<file path="config.mk">
export PLATFORM = sky130hd
export DESIGN_NAME = rhpd_top
export DESIGN_NICKNAME = d
export VERILOG_FILES = /design/src/rhpd_port_power.v /design/src/rhpd_top.v
export VERILOG_INCLUDE_DIRS = /design/src /design/src/src
export SDC_FILE = /design/constraint.sdc
export NUM_CORES = 1
export LEC_CHECK = 0
export BUFFER_PORTS_ARGS = -buffer_cell sky130_fd_sc_hd__buf_2
export CORE_MARGIN = 2
export CORE_UTILIZATION = 49
export DETAILED_ROUTE_END_ITERATION = 8
export GPL_TIMING_DRIVEN = 1
export MAX_ROUTING_LAYER = met4
export PLACE_DENSITY = 0.82
export SYNTH_ARGS = -nofsm -noshare
export SYNTH_HDL_FRONTEND = slang
export SYNTH_SLANG_ARGS = --single-unit
</file>
<file path="constraint.sdc">
create_clock -name clk_in -period 1.5 [get_ports clk_in]
set_input_delay 0 -clock clk_in [delete_from_list [all_inputs] [get_ports clk_in]]
set_output_delay 0 -clock clk_in [all_outputs]
set_load 0.02 [all_outputs]
</file>
<file path="src/rhpd_regs.vh">
// Offsets, field positions, reset values for the root-hub port mask block
`ifndef RHPD_REGS_VH
`define RHPD_REGS_VH

// ----------------------------------------------------------------
// Register offsets (byte addresses from the memory base)
// ----------------------------------------------------------------
`define RHPD_OFS_PORT_MASKS   8'h4c
`define RHPD_OFS_HUB_STATUS   8'h50

// ----------------------------------------------------------------
// Port mask register fields and reset value
// ----------------------------------------------------------------
`define RHPD_PWR_MASK_LSB     16
`define RHPD_PWR_MASK_MSB     31
`define RHPD_REMOV_LSB        0
`define RHPD_REMOV_MSB        15
`define RHPD_PORT_MASKS_RST   32'h0006_0000

// ----------------------------------------------------------------
// Hub status word fields
// ----------------------------------------------------------------
`define RHPD_HS_CLR_GLOBAL    0
`define RHPD_HS_OVC_IND       1
`define RHPD_HS_RWAKE_EN      15
`define RHPD_HS_SET_GLOBAL    16
`define RHPD_HS_OVC_CHG       17
`define RHPD_HS_CLR_RWAKE     31

`endif

</file>
<file path="src/rhpd_port_power.v">
// Power state of one downstream root-hub port
module rhpd_port_power (
    input  wire clk_in,
    input  wire nrst_in,
    input  wire per_port_switch_select_in,
    input  wire port_power_select_mask_in,
    input  wire global_set_in,
    input  wire global_clr_in,
    input  wire port_set_in,
    input  wire port_clr_in,
    output reg  powered_out
);

    wire per_port_ctl;

    // Mask only counts in individual switching mode
    assign per_port_ctl = per_port_switch_select_in &
                          port_power_select_mask_in;

    always @(posedge clk_in or negedge nrst_in) begin
        if (!nrst_in) begin
            powered_out <= 1'b0;
        end else if (per_port_ctl) begin
            // Set wins if both commands land together
            if (port_set_in) begin
                powered_out <= 1'b1;
            end else if (port_clr_in) begin
                powered_out <= 1'b0;
            end
        end else begin
            if (global_set_in) begin
                powered_out <= 1'b1;
            end else if (global_clr_in) begin
                powered_out <= 1'b0;
            end
        end
    end

endmodule // rhpd_port_power

</file>
<file path="src/rhpd_top.v">
// Root-hub port mask register, hub status word and port power control
`include "rhpd_regs.vh"

module rhpd_top #(
    parameter NUM_PORTS = 2
) (
    input  wire                 clk_in,
    input  wire                 nrst_in,
    input  wire                 acc_sel_in,
    input  wire                 acc_wr_in,
    input  wire [7:0]           acc_addr_in,
    input  wire [31:0]          acc_wdata_in,
    input  wire                 per_port_switch_select_in,
    input  wire                 overcurrent_in,
    input  wire [NUM_PORTS-1:0] port_set_power_in,
    input  wire [NUM_PORTS-1:0] port_clr_power_in,
    output reg  [31:0]          acc_rdata_out,
    output reg                  acc_ack_out,
    output wire [NUM_PORTS-1:0] port_powered_out,
    output reg  [NUM_PORTS-1:0] port_fixed_device_out,
    output reg                  remote_wake_en_out
);

    // ------------------------------------------------------------
    // Register state
    // ------------------------------------------------------------
    reg  [31:0] port_masks_q;
    reg         ovc_ind_q;
    reg         ovc_chg_q;
    reg         ovc_chg_d;
    reg         rwake_en_q;
    reg         rwake_en_d;
    reg  [31:0] rdata_d;

    // ------------------------------------------------------------
    // Decode and strobe nets
    // ------------------------------------------------------------
    wire        sel_masks;
    wire        sel_status;
    wire        wr_masks;
    wire        wr_status;
    wire        global_set;
    wire        global_clr;
    wire        ovc_chg_clr;
    wire        rwake_set;
    wire        rwake_clr;
    wire        ovc_edge;
    wire [15:0] port_power_select_mask;
    wire [15:0] device_removable_map;
    wire [15:0] hub_status_lo;
    wire [15:0] hub_status_hi;
    wire [31:0] hub_status_word;

    // ------------------------------------------------------------
    // Address decode
    // ------------------------------------------------------------
    // Offset match, only while an access is requested
    function hit;
        input [7:0] addr;
        input [7:0] ofs;
        begin
            hit = acc_sel_in & (addr == ofs);
        end
    endfunction

    assign sel_masks  = hit(acc_addr_in, `RHPD_OFS_PORT_MASKS);
    assign sel_status = hit(acc_addr_in, `RHPD_OFS_HUB_STATUS);
    assign wr_masks   = sel_masks & acc_wr_in;
    assign wr_status  = sel_status & acc_wr_in;

    // ------------------------------------------------------------
    // Hub status write strobes
    // ------------------------------------------------------------
    // Command bits act on a one; a written zero does nothing
    assign global_set  = wr_status & acc_wdata_in[`RHPD_HS_SET_GLOBAL];
    assign global_clr  = wr_status & acc_wdata_in[`RHPD_HS_CLR_GLOBAL];
    assign ovc_chg_clr = wr_status & acc_wdata_in[`RHPD_HS_OVC_CHG];
    assign rwake_set   = wr_status & acc_wdata_in[`RHPD_HS_RWAKE_EN];
    assign rwake_clr   = wr_status & acc_wdata_in[`RHPD_HS_CLR_RWAKE];

    // ------------------------------------------------------------
    // Mask register, all bits read/write
    // ------------------------------------------------------------
    // Unused bits are kept so software reads back what it wrote
    always @(posedge clk_in or negedge nrst_in) begin
        if (!nrst_in) begin
            port_masks_q <= `RHPD_PORT_MASKS_RST;
        end else if (wr_masks) begin
            port_masks_q <= acc_wdata_in;
        end
    end

    assign port_power_select_mask =
        port_masks_q[`RHPD_PWR_MASK_MSB:`RHPD_PWR_MASK_LSB];
    assign device_removable_map =
        port_masks_q[`RHPD_REMOV_MSB:`RHPD_REMOV_LSB];

    // ------------------------------------------------------------
    // Overcurrent indicator and its change flag
    // ------------------------------------------------------------
    assign ovc_edge = overcurrent_in ^ ovc_ind_q;

    always @* begin
        ovc_chg_d = ovc_chg_q;
        // A new change beats a clear in the same cycle
        if (ovc_edge) begin
            ovc_chg_d = 1'b1;
        end else if (ovc_chg_clr) begin
            ovc_chg_d = 1'b0;
        end
    end

    always @(posedge clk_in or negedge nrst_in) begin
        if (!nrst_in) begin
            ovc_ind_q <= 1'b0;
            ovc_chg_q <= 1'b0;
        end else begin
            ovc_ind_q <= overcurrent_in;
            ovc_chg_q <= ovc_chg_d;
        end
    end

    // ------------------------------------------------------------
    // Remote wake enable
    // ------------------------------------------------------------
    always @* begin
        rwake_en_d = rwake_en_q;
        // Set wins when software sets and clears in one write
        if (rwake_set) begin
            rwake_en_d = 1'b1;
        end else if (rwake_clr) begin
            rwake_en_d = 1'b0;
        end
    end

    always @(posedge clk_in or negedge nrst_in) begin
        if (!nrst_in) begin
            rwake_en_q         <= 1'b0;
            remote_wake_en_out <= 1'b0;
        end else begin
            rwake_en_q         <= rwake_en_d;
            remote_wake_en_out <= rwake_en_q;
        end
    end

    // ------------------------------------------------------------
    // Hub status word layout
    // ------------------------------------------------------------
    // Status in low half, change bits in high half
    assign hub_status_lo = {rwake_en_q, 13'h0000, ovc_ind_q, 1'b0};
    assign hub_status_hi = {14'h0000, ovc_chg_q, 1'b0};
    assign hub_status_word = {hub_status_hi, hub_status_lo};

    // ------------------------------------------------------------
    // Read data select
    // ------------------------------------------------------------
    // Last answer stands while the bus is idle
    always @* begin
        rdata_d = acc_rdata_out;
        if (sel_masks) begin
            rdata_d = port_masks_q;
        end else if (sel_status) begin
            // Reserved bits read back as zero, per write-zero use
            rdata_d = hub_status_word;
        end else if (acc_sel_in) begin
            rdata_d = 32'h0000_0000;
        end
    end

    // ------------------------------------------------------------
    // Bus answer, one cycle after each access
    // ------------------------------------------------------------
    always @(posedge clk_in or negedge nrst_in) begin
        if (!nrst_in) begin
            acc_rdata_out <= 32'h0000_0000;
            acc_ack_out   <= 1'b0;
        end else begin
            acc_rdata_out <= rdata_d;
            acc_ack_out   <= acc_sel_in;
        end
    end

    // ------------------------------------------------------------
    // Removability report, ports 1..NUM_PORTS
    // ------------------------------------------------------------
    // Bit 0 and bits above NUM_PORTS are never looked at
    always @(posedge clk_in or negedge nrst_in) begin
        if (!nrst_in) begin
            port_fixed_device_out <= {NUM_PORTS{1'b0}};
        end else begin
            port_fixed_device_out <=
                device_removable_map[NUM_PORTS:1];
        end
    end

    // ------------------------------------------------------------
    // Per-port power, ports 1..NUM_PORTS
    // ------------------------------------------------------------
    // Mask bit 0 is reserved, so port n uses mask bit n
    genvar gi;
    generate
        for (gi = 0; gi < NUM_PORTS; gi = gi + 1) begin : g_port
            rhpd_port_power u_pwr (
                .clk_in                    (clk_in),
                .nrst_in                   (nrst_in),
                .per_port_switch_select_in (per_port_switch_select_in),
                .port_power_select_mask_in (port_power_select_mask[gi+1]),
                .global_set_in             (global_set),
                .global_clr_in             (global_clr),
                .port_set_in               (port_set_power_in[gi]),
                .port_clr_in               (port_clr_power_in[gi]),
                .powered_out               (port_powered_out[gi])
            );
        end
    endgenerate

endmodule // rhpd_top

</file>
==> summary.txt <==
Mapped cell area = 2920 um2
Number of synthesized flops with an enable pin = 0
Final period util = 96.7%
Gr ovfl total = 0
Critical Path AT = 1.66 ns
Vias in the first global route = 2120
Critical path type = in -> reg
Max_cap viols = 0
Row cnt = 28
Reg area = 1830 um2
Share of cells above drive strength 1 = 46.3%
Type of element capturing the critical path = flip-flop
Worst setup margin = 0.0494 ns
CTS Buf Count = 9
Synth cell types = 31
Synth top area share = 60.9%
RSZ-0062 raised after global routing = no
WL final = 6380 um
Final Setup Violations = 0
Ranking of synthesized cells by area = dfrtp_1, mux2_4, a22o_1
LEAKAGE = 2.22 nW
Post-synthesis net count = 232
GRT Overall Usage = 20.8%
Tmin final = 1.45 ns
Die Span Y = 81.2 um
Worst setup SP type = primary input
Ys flop type = dfrtp_1
# IOs = 88
Worst endpoint required time = 1.71 ns
Synth area leader = dfrtp_1
Tightest Pin Transition = 0.468 ns
Clock Tree Buf Depth = 2
Initial DRC count = 91
Final Hold Viols = 0
TNS Setup = 0 ns
Most common library cells after synthesis = dfrtp_1, mux2_4, a22o_1
Status = complete, no violations
Worst skew pair latency = 0.33 ns
Port Buffers = 87
Starting utilization of the core area = 49.9%
Synth Warn # = 0
Dpl hpwl = 4180 um
Area after DPL = 3470 um2
Layout net count = 369
Clock Skew = 0.00908 ns
Antenna cell count = 0
Clock Sinks = 73
Final core utilization = 70.1%
Seq/Total Area, Yosys = 62.7%
Max Freq = 689 MHz
Register bit total from synthesis = 73
Fillers = 427
Ys async rst share = 100%
Drt first pass iters = 4
First-pass GRT wire length = 10000 um
Fin area = 4100 um2
Die W = 81.2 um
CTS Root Buffer Type = clkbuf_8
Max-slew headroom = 68.8%
Most frequent cell after synthesis = dfrtp_1
Dpl ws = 0.206 ns
Worst min path class = in -> reg
Crit-path max FO = 13
Post-Syn Area per Cell = 16.0 um2
CTS tree = built
H-tree depth = 3
Area delta synth->final = 40.6%
Pwr Density = 1030 nW/um2
Clock-pin slew on the worst setup and hold paths = 0.07 ns
Vias/cell = 5.11
# DRC = 0
Max-slew violation count = 0
Initial antenna violation count = 0
Die area = 6590 um2
Detailed-route via count = 2039
VDD IR max = 0.570 mV
Post-CTS Repair Setup Buffers = 0
DR WL/cell = 16.0 um
Core Area = 5850 um2
Synth Instances = 182
Multi-input logic area = 997 um2
Final GP Congestion = 0.804
Overall power = 0.00421 W
Detail Route Antenna Nets = 0
Largest net degree at the start of global routing = 39
[per-stage QoR]
stage | std cells | hold slack, ns
after global placement | 344 | -0.0194
after global routing | 399 | 0.0147
final | 399 | 0.0145
after CTS | 399 | 0.0136
after detailed placement | 344 | -0.0154
after floorplan | 182 | -0.296
[layout by cell type, fill, tap and decap left out]
| cell type | Yosys | layout |
|---|---|---|
| a21o_1 | 1 | 1 |
| a21oi_1 | 1 | 1 |
| a22o_1 | 29 | 29 |
| a22oi_1 | 2 | 2 |
| a31oi_1 | 2 | 2 |
| a32o_1 | 1 | 1 |
| and3_1 | 1 | 1 |
| and3b_1 | 1 | 1 |
| and4bb_2 | 2 | 2 |
| buf_12 | 0 | 2 |
| buf_2 | 1 | 86 |
| buf_4 | 3 | 9 |
| buf_6 | 4 | 1 |
| bufinv_16 | 0 | 3 |
| clkbuf_1 | 3 | 2 |
| clkbuf_8 | 0 | 9 |
| clkinv_2 | 0 | 1 |
| clkinv_4 | 0 | 1 |
| dfrtp_1 | 71 | 71 |
| dfstp_2 | 2 | 2 |
| dlygate4sd3_1 | 0 | 39 |
| inv_1 | 2 | 2 |
| mux2_2 | 2 | 2 |
| mux2_4 | 30 | 30 |
| nand2_1 | 3 | 3 |
| nand4_1 | 3 | 3 |
| nand4_4 | 1 | 1 |
| nor2_1 | 2 | 2 |
| nor2b_1 | 2 | 2 |
| nor3_1 | 2 | 2 |
| nor3b_1 | 1 | 1 |
| nor4bb_1 | 1 | 1 |
| o2bb2ai_1 | 3 | 3 |
| o41ai_1 | 2 | 2 |
| or2_2 | 1 | 1 |
| or4bb_1 | 2 | 2 |
| xor2_1 | 1 | 1 |
[power by group]
group / internal (W) / leakage (nW) / total (W) / switching (W)
sequential: 0.00201 / 0.998 / 0.00204 / 0.0000302
combinational: 0.000197 / 1.11 / 0.000355 / 0.000158
clock: 0.00111 / 0.118 / 0.00181 / 0.000703
total: 0.00332 / 2.22 / 0.00421 / 0.000892
[sequential cells by signal, indices dropped and copies added (netlist names)]
name,flops
ovc_ind_q,1
acc_ack_out,1
remote_wake_en_out,1
ovc_chg_q,1
port_fixed_device_out,2
g_port.u_pwr.powered_out,2
port_masks_q,32
acc_rdata_out,32
rwake_en_q,1
[metal layers]
layer  share of wire [%]  track usage (%)  vias to the layer above
met3                 3.8             3.78                        6
met5                   0                -                        -
met1                  44             26.0                     1010
met2                  52             34.3                       60
li1                    -                -                      963
met4                0.60             6.95                        0
[cell families after synthesis]
family | share of synthesized area [%]
mux | 16.2
buf+inv | 3.13
simple gates | 5.75
flops | 62.7
xor+xnor | 0.300
compound gates | 11.9
[area by class of cell]
cell class,instances,area share [%]
Timing Repair Buffer,137,22.9
Multi-Input combinational cell,96,24.3
Sequential cell,73,44.6
Inverter,2,0.183
Clock buffer,11,3.20
Tap cell,75,2.29
Clock inverter,5,2.53
[path summary, 6_finish.rpt]
kind | endpoint | depth (start not counted) | slack, ns | startpoint
min in group asynchronous | port_masks_q[3]$_DFFE_PN0P_ | 2 | 0.17 | nrst_in
worst min-delay path | g_port[0].u_pwr.powered_out$_DFFE_PN0P_ | 4 | 0.01 | port_clr_power_in[0]
worst min register to register | port_fixed_device_out[1]$_DFF_PN0_ | 0 | 0.40 | port_masks_q[2]$_DFFE_PN0P_
max in group asynchronous | port_masks_q[17]$_DFFE_PN1P_ | 3 | 0.73 | nrst_in
worst max-delay path | port_masks_q[2]$_DFFE_PN0P_ | 6 | 0.05 | acc_sel_in
worst max register to register | g_port[1].u_pwr.powered_out$_DFFE_PN0P_ | 3 | 0.52 | port_masks_q[18]$_DFFE_PN1P_
[critical path, stage by stage]
cell           delay [ns]
dlygate4sd3_1        0.53
buf_2                0.13
and4bb_2             0.28
nand4_4              0.20
buf_12               0.22
mux2_4               0.30
[repair_timing]
action | in CTS | in global routing
endpoints found under the hold margin | 73 | 0
setup endpoints to repair | 0 | 2
resized for setup | 0 | 1
hold buffers | 39 | 0
No activity file was read; power rests on OpenSTA's default activity.
